`config.mk`:
```
export PLATFORM = sky130hd
export DESIGN_NAME = asp_host
export DESIGN_NICKNAME = d
export VERILOG_FILES = /design/src/asp_pkg.sv /design/src/asp_sync.sv /design/src/asp_host.sv
export SDC_FILE = /design/constraint.sdc
export NUM_CORES = 1
export LEC_CHECK = 0
export BUFFER_PORTS_ARGS = -buffer_cell sky130_fd_sc_hd__buf_2
export CORE_ASPECT_RATIO = 0.8
export CORE_MARGIN = 5
export CORE_UTILIZATION = 46
export DETAILED_ROUTE_END_ITERATION = 10
export GPL_TIMING_DRIVEN = 0
export PLACE_DENSITY = 0.75
export SETUP_SLACK_MARGIN = 0.05
export SLEW_MARGIN = 20
export SYNTH_ARGS = -nofsm -noshare
export SYNTH_HDL_FRONTEND = slang
export SYNTH_HIERARCHICAL = 1
export SYNTH_SLANG_ARGS = --single-unit
```
`constraint.sdc`:
```
create_clock -name mclk -period 1.7 [get_ports mclk]
set_input_delay 0.085 -clock mclk [delete_from_list [all_inputs] [get_ports mclk]]
set_output_delay 0.085 -clock mclk [all_outputs]
set_load 0.01 [all_outputs]
```
`src/asp_pkg.sv`:
```
// constants and state encoding for the asynchronous static memory host port
package asp_pkg;
	// array geometry and counter width
	localparam int ADDR_W = 17;
	localparam int DATA_W = 8;
	localparam int CNT_W = 5;
	// clock period and pin timing figures in ns
	localparam int CLK_NS = 5;
	localparam int T_AA_NS = 70;
	localparam int T_DOE_NS = 35;
	localparam int T_AW_NS = 60;
	localparam int T_PWE_NS = 50;
	localparam int T_SD_NS = 30;
	localparam int T_HZOE_NS = 25;
	localparam int T_WC_NS = 70;
	// synchroniser depth on the data pins
	localparam int SYNC_STAGES = 2;
	// least times rounded up to whole cycles
	localparam int RD_CYC_I = (T_AA_NS + CLK_NS - 1) / CLK_NS;
	localparam int DOE_CYC_I = (T_DOE_NS + CLK_NS - 1) / CLK_NS;
	localparam int WR_LOW_CYC_I = (T_AW_NS + CLK_NS - 1) / CLK_NS;
	localparam int PWE_CYC_I = (T_PWE_NS + CLK_NS - 1) / CLK_NS;
	localparam int SD_CYC_I = (T_SD_NS + CLK_NS - 1) / CLK_NS;
	localparam int HZ_CYC_I = (T_HZOE_NS + CLK_NS - 1) / CLK_NS;
	localparam int WC_CYC_I = (T_WC_NS + CLK_NS - 1) / CLK_NS;
	// counter targets at counter width
	localparam logic [CNT_W-1:0] RD_WAIT = CNT_W'(RD_CYC_I + SYNC_STAGES);
	localparam logic [CNT_W-1:0] RD_CYC = CNT_W'(RD_CYC_I);
	localparam logic [CNT_W-1:0] DOE_CYC = CNT_W'(DOE_CYC_I);
	localparam logic [CNT_W-1:0] WR_LOW_CYC = CNT_W'(WR_LOW_CYC_I);
	localparam logic [CNT_W-1:0] PWE_CYC = CNT_W'(PWE_CYC_I);
	localparam logic [CNT_W-1:0] SD_CYC = CNT_W'(SD_CYC_I);
	localparam logic [CNT_W-1:0] HZ_CYC = CNT_W'(HZ_CYC_I);
	localparam logic [CNT_W-1:0] WC_CYC = CNT_W'(WC_CYC_I);
	localparam logic [CNT_W-1:0] CNT_ZERO = 5'h00;
	localparam logic [CNT_W-1:0] CNT_ONE = 5'h01;
	// bus idle values
	localparam logic [DATA_W-1:0] DATA_ZERO = 8'h00;
	localparam logic [ADDR_W-1:0] ADDR_ZERO = 17'h00000;
	// one-hot sequencer states
	typedef enum logic [5:0] {
		ST_IDLE = 6'h01,
		ST_RD = 6'h02,
		ST_TURN = 6'h04,
		ST_WR_SET = 6'h08,
		ST_WR_LOW = 6'h10,
		ST_WR_HOLD = 6'h20
	} asp_state_t;
endpackage

```
`src/asp_sync.sv`:
```
// two-flop synchroniser for a group of pin inputs
`timescale 1ns/10ps
`default_nettype none
module asp_sync #(
	parameter int W = 8
) (
	// clock and reset
	input wire logic mclk,
	input wire logic rst_b,
	// raw pin and synchronised level
	input wire logic [W-1:0] din,
	output logic [W-1:0] dout
);
	logic [W-1:0] meta_r;

	// first stage feeds only the second
	always_ff @(posedge mclk or negedge rst_b)
	begin
		if (!rst_b)
		begin
			meta_r <= '0;
			dout <= '0;
		end
		else
		begin
			meta_r <= din;
			dout <= meta_r;
		end
	end
endmodule
`default_nettype wire

```
`src/asp_host.sv`:
```
// host sequencer driving an asynchronous 128k x 8 static memory over its pins
// Operation
// memory has 128K bytes, 17-bit address, 8-bit shared data bus
// write: low select low, high select high, strobe low, byte stored
// read: low select and output drive low, strobe and high select high
// device floats bus when deselected, output disabled, or writing
// output drive low makes pins outputs; high makes them write inputs
// deselected device drops to standby whatever other controls do
// internal write lasts while both selects and strobe are all active
// write ends when first of the three qualifying signals goes inactive
// host times data setup and hold to the edge ending the write
// deselect with strobe rising keeps bus floating, no read glitch
// strobe writes with output drive on need strobe low setup plus float
// read data valid at most 70 ns after stable address
// read data valid at most 35 ns after output drive goes low
// host releases its data drivers while it enables device output drive
`timescale 1ns/10ps
`default_nettype none
module asp_host (
	// clock and reset
	input wire logic mclk,
	input wire logic rst_b,
	// user request
	input wire logic req,
	input wire logic req_wr,
	input wire logic [asp_pkg::ADDR_W-1:0] req_addr,
	input wire logic [asp_pkg::DATA_W-1:0] req_wdata,
	output logic ready,
	// user answer
	output logic [asp_pkg::DATA_W-1:0] rd_data,
	output logic rd_valid,
	output logic wr_done,
	// memory control pins
	output logic [asp_pkg::ADDR_W-1:0] sram_addr,
	output logic sram_ce1_b,
	output logic sram_ce2,
	output logic sram_oe_b,
	output logic sram_we_b,
	// memory data pins
	output logic [asp_pkg::DATA_W-1:0] dq_out,
	output logic dq_oe_b,
	input wire logic [asp_pkg::DATA_W-1:0] dq_in
);
	import asp_pkg::*;

	asp_state_t state_r;
	logic [CNT_W-1:0] cnt_r;
	logic [DATA_W-1:0] dq_sync;
	logic [CNT_W-1:0] we_low_cnt_r;
	logic [CNT_W-1:0] oe_low_cnt_r;

	// data pins come from outside the clock domain
	asp_sync #(
		.W(DATA_W)
	) u_dq_sync (
		.mclk(mclk),
		.rst_b(rst_b),
		.din(dq_in),
		.dout(dq_sync)
	);

	// new requests only when idle
	assign ready = (state_r == ST_IDLE);

	// sequencer and its cycle counter
	always_ff @(posedge mclk or negedge rst_b)
	begin
		if (!rst_b)
		begin
			state_r <= ST_IDLE;
			cnt_r <= CNT_ZERO;
		end
		else
		begin
			case (state_r)
				ST_IDLE:
				begin
					cnt_r <= CNT_ZERO;
					if (req && req_wr)
						state_r <= ST_WR_SET;
					else if (req)
						state_r <= ST_RD;
				end
				ST_RD:
				begin
					cnt_r <= cnt_r + CNT_ONE;
					if (cnt_r == RD_WAIT)
					begin
						state_r <= ST_TURN;
						cnt_r <= CNT_ZERO;
					end
				end
				ST_TURN:
				begin
					cnt_r <= cnt_r + CNT_ONE;
					if (cnt_r == HZ_CYC - CNT_ONE)
						state_r <= ST_IDLE;
				end
				ST_WR_SET:
				begin
					cnt_r <= CNT_ZERO;
					state_r <= ST_WR_LOW;
				end
				ST_WR_LOW:
				begin
					cnt_r <= cnt_r + CNT_ONE;
					if (cnt_r == WR_LOW_CYC - CNT_ONE)
						state_r <= ST_WR_HOLD;
				end
				ST_WR_HOLD:
					state_r <= ST_IDLE;
				default:
					state_r <= ST_IDLE;
			endcase
		end
	end

	// address latched at request and held through the access
	always_ff @(posedge mclk or negedge rst_b)
	begin
		if (!rst_b)
			sram_addr <= ADDR_ZERO;
		else if (ready && req)
			sram_addr <= req_addr;
	end

	// selects: active from request to end of access, idle otherwise
	always_ff @(posedge mclk or negedge rst_b)
	begin
		if (!rst_b)
		begin
			sram_ce1_b <= 1'b1;
			sram_ce2 <= 1'b0;
		end
		else if (ready && req)
		begin
			sram_ce1_b <= 1'b0;
			sram_ce2 <= 1'b1;
		end
		else if ((state_r == ST_RD && cnt_r == RD_WAIT) || state_r == ST_WR_HOLD)
		begin
			sram_ce1_b <= 1'b1;
			sram_ce2 <= 1'b0;
		end
	end

	// output drive low only for reads, held high through writes
	always_ff @(posedge mclk or negedge rst_b)
	begin
		if (!rst_b)
			sram_oe_b <= 1'b1;
		else if (ready && req && !req_wr)
			sram_oe_b <= 1'b0;
		else if (state_r == ST_RD && cnt_r == RD_WAIT)
			sram_oe_b <= 1'b1;
	end

	// write strobe: low for the whole pulse, raised before the selects
	always_ff @(posedge mclk or negedge rst_b)
	begin
		if (!rst_b)
			sram_we_b <= 1'b1;
		else if (state_r == ST_WR_SET)
			sram_we_b <= 1'b0;
		else if (state_r == ST_WR_LOW && cnt_r == WR_LOW_CYC - CNT_ONE)
			sram_we_b <= 1'b1;
	end

	// host data drive: on for writes only, held one cycle past strobe rise
	always_ff @(posedge mclk or negedge rst_b)
	begin
		if (!rst_b)
		begin
			dq_out <= DATA_ZERO;
			dq_oe_b <= 1'b1;
		end
		else if (ready && req && req_wr)
		begin
			dq_out <= req_wdata;
			dq_oe_b <= 1'b0;
		end
		else if (state_r == ST_WR_HOLD)
			dq_oe_b <= 1'b1;
	end

	// read capture: pins first sampled one edge past the access time, then synced
	always_ff @(posedge mclk or negedge rst_b)
	begin
		if (!rst_b)
		begin
			rd_data <= DATA_ZERO;
			rd_valid <= 1'b0;
		end
		else
		begin
			rd_valid <= 1'b0;
			if (state_r == ST_RD && cnt_r == RD_WAIT)
			begin
				rd_data <= dq_sync;
				rd_valid <= 1'b1;
			end
		end
	end

	// write completion pulse
	always_ff @(posedge mclk or negedge rst_b)
	begin
		if (!rst_b)
			wr_done <= 1'b0;
		else
			wr_done <= (state_r == ST_WR_HOLD);
	end

	// helper counters for the checks below
	always_ff @(posedge mclk or negedge rst_b)
	begin
		if (!rst_b)
		begin
			we_low_cnt_r <= CNT_ZERO;
			oe_low_cnt_r <= CNT_ZERO;
		end
		else
		begin
			we_low_cnt_r <= sram_we_b ? CNT_ZERO : we_low_cnt_r + CNT_ONE;
			oe_low_cnt_r <= sram_oe_b ? CNT_ZERO : oe_low_cnt_r + CNT_ONE;
		end
	end
endmodule
`default_nettype wire

```
* Word-level counts from Yosys, hierarchy flattened
Index checks and enable logic that the tools add are counted.
** Operators by class
- Magnitude comparators :: 0
- Multiplexer cells :: 19
- Equality and inequality tests :: 13
- Shifts and indexed selects :: 0
- Reduce and logical (&&, ||, !) cells :: 16
- Bitwise operators :: 0
- Divide/modulo/power cells :: 0
- Add/sub/neg operators :: 1
- Multiply operators :: 0
** Operators with widths (number)
- $mux 6 :: 5
- $pmux 6 s5 :: 1
- $pmux 5 s3 :: 1
- $mux 1 :: 11
- $reduce_bool 2->1 :: 4
- $eq 6x1->1 const B :: 1
- $eq 6x2->1 const B :: 1
- $eq 6x3->1 const B :: 1
- $eq 6x4->1 const B :: 1
- $eq 6x5->1 const B :: 1
- $eq 6x6->1 const B :: 1
- $logic_and 1x1->1 :: 6
- $add 5x1->5 const B :: 1
- $eq 5x3->1 const B :: 1
- $eq 5x4->1 const B :: 1
- $eq 5x5->1 const B :: 1
- $mux 5 :: 1
- $ne 2x2->1 const B :: 2
- $reduce_and 4->1 :: 1
- $reduce_or 2->1 :: 2
- $ne 3x2->1 const B :: 1
- $reduce_bool 3->1 :: 1
- $ne 2x1->1 const B :: 1
- $logic_not 1->1 :: 1
- $logic_or 1x1->1 :: 1
** Storage, ports and cells
- RAM bits :: 0
- Word-level logic and storage cells :: 63
- ROM bits :: 0
- Input port bits :: 37
- Latch bits :: 0
- Memories :: 0
- Flip-flop bits (word level) :: 67

* Depth between registers and ports, before layout
- Depth in word-level cells :: 5
- Mapped depth :: 6
- Gate-level depth less buffers :: 6

* Cells and area by module
The synthesis kept the hierarchy.
** Modules (own cells, without submodules)
- asp_host :: cells each 154, times used 1, area each 2204.6 um^2
- asp_sync :: cells each 16, times used 1, area each 400.4 um^2

* Worst setup path before layout
Ideal clock, no wire load.
- Kind :: reg-to-reg
- Start point :: reg state_r[5]
- End point :: reg sram_addr[10] (netlist bit)
- Buffers on the path :: 2
- Data required time :: 1.575 ns
- Data arrival time :: 1.406 ns
- Setup slack :: 0.169 ns
- Clock period less this slack :: 1.531 ns
- Stages on the path, launching flop included :: 7
- Cell sequence :: dfrtp_1 -> nor3_2 -> and3_1 -> buf_4 -> nand2_4 -> buf_6 -> mux2_4
** On the way
- Cells in the longest elaborated chain, start to end :: 2
** RTL lines
- start: declaration :: RTL line asp_host.sv:46 : asp_state_t state_r;
- start signal: assignment :: RTL line asp_host.sv:70 : state_r <= ST_IDLE;
- start signal: assignment :: RTL line asp_host.sv:80 : state_r <= ST_WR_SET;
- start signal: assignment :: RTL line asp_host.sv:82 : state_r <= ST_RD;
- $eq 6x1->1 :: RTL line asp_host.sv:63 : assign ready = (state_r == ST_IDLE);
- net ready :: RTL line asp_host.sv:28 : output logic ready,
- $logic_and 1x1->1 :: RTL line asp_host.sv:123 : else if (ready && req)
- end signal: assignment :: RTL line asp_host.sv:124 : sram_addr <= req_addr;
- end: declaration :: RTL line asp_host.sv:34 : output logic [asp_pkg::ADDR_W-1:0] sram_addr,
The timed path passes the listed nets, and every way through them passes these cells.
A chain may end at the register's enable or synchronous reset.

* Worst setup path in the final report
- Start point :: reg state_r[4]
- End point :: reg rd_data[3] (netlist bit)
** On the way
- Cells in the longest elaborated chain, start to end :: 2
** RTL lines
- $eq 6x2->1 :: RTL line asp_host.sv:197 : if (state_r == ST_RD && cnt_r == RD_WAIT)
- $logic_and 1x1->1 :: RTL line asp_host.sv:197
- end signal: assignment :: RTL line asp_host.sv:199 : rd_data <= dq_sync;
- end: declaration :: RTL line asp_host.sv:30 : output logic [asp_pkg::DATA_W-1:0] rd_data,
Every way passes these cells.

==> summary.md <==
The number of nets in the synthesized netlist is 209. The number of clock sinks seen by CTS is 67, and the average cell area after synthesis is 15.3 sq um. The H-tree generated during clock tree synthesis spans 3 levels. The number of global-route vias before repair was 1965; the vias per cell was 4.80. Summed over all nets, the switching power comes to 1.73 mW. The number of storage elements in the synthesis netlist is 67, and the required arrival time at the worst endpoint is 1920 ps.

The count of nets after finishing is 340. The latest clock arrival within the worst-skew pair is 340 ps. Routability-driven placement finished with a final weighted congestion of 0.855. The worst reg2reg path startpoint is state_r[4]. The tools report the total global routing overflow as 0. The top cell type's share of synthesized area was 0.596; the clock transition at the registers of the reported paths was 70 ps.

Detailed placement ended at an HPWL of 3570 um. The internal power of the cells totals 4.08 mW. For this block, the via count after detailed routing is 1844. Endpoint type of the worst setup path: a flip-flop. The largest individual stage delay along the critical path comes from the cell dfrtp_2. For this run, the slowest stage of the critical path takes 450 ps. The maximum fanout along the worst path is 5. Counting the buffers created by CTS gives 9. The number of antenna diodes in the final layout is 0. The clock arrives with 6.10 ps of skew. The logs give 5920 um for the total wirelength of the detailed-routed design and 170 for the number of instances in the synthesized netlist. The design draws 5.81 mW.

The portion of total power attributed to combinational logic was 0.342; the share of layout cells above drive strength 1 was 0.513. The number of antenna violations at the first check in global routing was 0; the final critical delay including setup and external delays was 1700 ps. The class of the tightest hold or removal check was primary input to flip-flop. During I/O placement, the number of pins put on the boundary was 78.

Startpoint kind of the worst setup timing path: a flip-flop. The run gives 0.732 as the headroom to the max-slew limit. From left edge to right edge, the die measures 94.1 um. The full die area is 0.00728 sq mm. The slew at the pin with the worst max-slew slack is 402 ps, and the number of max-cap violations is 0. For the worst-case setup margin in the final layout, the log shows -2.21 ps.

The routed length per instance was 15.4 um. The tools report the critical path endpoint as rd_data[3]. Setup repair after global routing could not meet its margin everywhere. For the overall global routing resource usage, the log shows 0.175.

The total area inside the core boundary comes to 0.00547 sq mm. The largest net degree at the start of global routing came out at 42. For the relative contribution of the clock network to total power, the log shows 0.277. Total of endpoints with negative setup slack in the final report: 1. Counting buffers and inverters, the worst setup path is 5 cells deep.

Walking the worst path, the cells encountered are buf_6 > nor4_4 > buf_4 > nand4_4 > mux2_4. The largest buffer count on any clock path came out at 2. The area added between synthesis and finish came out at 47.8%.

The setup slack of the most critical reg-to-reg path was -2 ps; the switching share of total power was 0.298. The library cell used most frequently in the layout, excluding fill and tap cells, is buf_2. After synthesis the cells add up to 0.00260 sq mm.

In the layout the commonest cells are buf_2 (76), dfrtp_1 (59), dlygate4sd3_1 (34). The first global-routing pass estimated 9630 um of wire. TritonCTS built the clock tree. After synthesis, the cell types taking the most area are dfrtp_1 (60%), mux2_4 (9.2%), mux2_2 (5.2%), dfstp_2 (5.0%), mux2_1 (2.6%). The max-slew violation count was 0; the number of buffers and inverters on the critical path was 2. The tree is rooted in a clkbuf_8. At the worst endpoint, the arrival time is 1930 ps. The final core area utilization is 0.705. The worst setup path is of the flip-flop to flip-flop kind. Number of cell instances on the worst register-to-register path: 5. Dividing total power by cell area gives a power density of 1510 mW/mm^2. The hold violation count in the final report is 0, and the initial cell density of the core is 0.477. The ratio of final minimum period to clock period came out at 1.00. Buffers placed on the I/O ports in this run total 77. The tools report the proportion of synthesized chip area in sequential cells as 0.646. In the routed design, unresolved DRC markers number 0. The height of the die is 77.3 um, and the number of distinct library cells after synthesis is 40. The flow ran to the end, but the final reports show violations. The first TritonRoute pass finished after 4 iterations.

For this block, the initial DRC count from the detailed router was 82. Of all cell types, the one taking the most synthesized area is dfrtp_1. The number of warnings printed during yosys synthesis came out at 6. The worst register-to-register path ends at rd_data[3]. Across the VDD grid, the largest voltage drop is 1.09 mV. The logs give 0.381 for the part of the total power dissipated in sequential elements and 24 for the number of placement rows. The leakage power summed over all cells came out at 1.93 nW. The critical path starts at state_r[4]. The peak clock frequency supported by timing came out at 587 MHz. The cell family contributing the most delay on the critical path is flip-flops.

The final reports fail on negative setup slack. Once detail routing completed, the nets flagged for antenna violations numbered 0.
## cells in the mapped netlist (all sizes together)
| master | instances |
|---|---|
| dfrtp | 62 |
| nor4bb | 1 |
| nand4 | 1 |
| xnor2 | 1 |
| a32oi | 1 |
| buf | 3 |
| inv | 7 |
| o21ai | 6 |
| a2bb2oi | 1 |
| o21a | 2 |
| xor2 | 1 |
| a22o | 2 |
| o31ai | 1 |
| nor3b | 1 |
| a221o | 1 |
| dfstp | 5 |
| nand4bb | 1 |
| nand2 | 3 |
| nor4 | 1 |
| clkbuf | 2 |
| a21o | 1 |
| o31a | 1 |
| a31oi | 3 |
| nor2b | 2 |
| nor2 | 5 |
| o22a | 1 |
| mux2 | 34 |
| and3 | 2 |
| o311a | 1 |
| nand3 | 8 |
| ha | 2 |
| nand2b | 3 |
| nand4b | 1 |
| nor3 | 3 |
## per-stage QoR
stage / setup WS, ps / instance area, sq um / std cells / TNS, ps / hold WS (ps)
final: -2.21 / 3850 / 384 / -2.21 / 25.0
after global placement: -58.0 / 3090 / 325 / -454 / 193
after CTS: 30.9 / 3770 / 381 / 0 / 6.05
after floorplan: 169 / 2610 / 170 / 0 / -211
after global routing: -55.2 / 3850 / 384 / -597 / 11.9
after detailed placement: -84.9 / 3110 / 326 / -716 / 17.9
## cells by family (layout without fill, tap and decap cells)
kind of cell / count (synthesis) / after routing / share of synthesized area
flops: 67 / 67 / 0.646
mux: 34 / 34 / 0.170
simple gates: 32 / 33 / 0.0850
compound gates: 21 / 21 / 0.0581
buf+inv: 12 / 147 / 0.0245
fa+ha+maj: 2 / 2 / 0.00960
xor+xnor: 2 / 2 / 0.00673
## metal layers
metal,share of wire,GRT usage,vias up
met5,0,0,-
met4,0.013,0.0519,0
li1,-,-,870
met1,0.41,0.210,904
met3,0.068,0.0695,8
met2,0.51,0.291,62
## power groups by stage
stage                     Combinational, mW  Clock (mW)  Sequential (mW)
after global routing                   2.15        1.74             2.27
final                                  1.99        1.61             2.21
after detailed placement               1.69           0             2.23
after global placement                 1.66           0             2.20
after CTS                              1.89        1.65             2.20
after floorplan                       0.961           0             2.36
## worst reg2reg max path: stages (launching register included)
cell     delay (ps)
dfrtp_2         450
buf_6           140
nor4_4          270
buf_4           200
nand4_4         180
mux2_4          350
## timing repair
| action | CTS | global route |
|---|---|---|
| setup endpoints to repair | 28 | 40 |
| pin swaps | 2 | 5 |
| gates resized for setup | 8 | 13 |
| endpoints found under the hold margin | 95 | 0 |
| setup buffers | 5 | 4 |
| cloned | 0 | 1 |
| hold buffers | 34 | 0 |
## final cells by class
cell class | instances | area (sq um)
tap | 78 | 97.6
clock buffer | 10 | 138
buffer | 3 | 30.0
fill | 374 | 1610
multi-input combinational | 92 | 938
clock inverter | 6 | 111
timing repair buffer | 121 | 823
inverter | 7 | 26.3
sequential | 67 | 1690
## worst min-delay path by stage
| stage | start | endpoint | slack, ps | cells past startpoint |
|---|---|---|---|---|
| 2_1_floorplan | rst_b | cnt_r[0] | -210 | 0 |
| 3_3_place_gp | dq_in[2] | u_dq_sync/meta_r[2] | 190 | 1 |
| 3_5_place_dp | rst_b | dq_out[4] | 20 | 1 |
| 4_1_cts | req_wr | state_r[1] | 6 | 2 |
| 5_1_grt | req_wr | sram_oe_b | 10 | 2 |
| 6_report | req_wr | state_r[1] | 30 | 2 |
## registers in the layout, indices dropped and copies added, names as in the netlist
register / cells
sram_addr: 17
dq_out: 8
rd_data: 8
u_dq_sync/dout: 8
u_dq_sync/meta_r: 8
state_r: 6
cnt_r: 5
dq_oe_b: 1
rd_valid: 1
sram_ce1_b: 1
sram_ce2: 1
sram_oe_b: 1
sram_we_b: 1
wr_done: 1
Power figures use the tool's default switching activity.
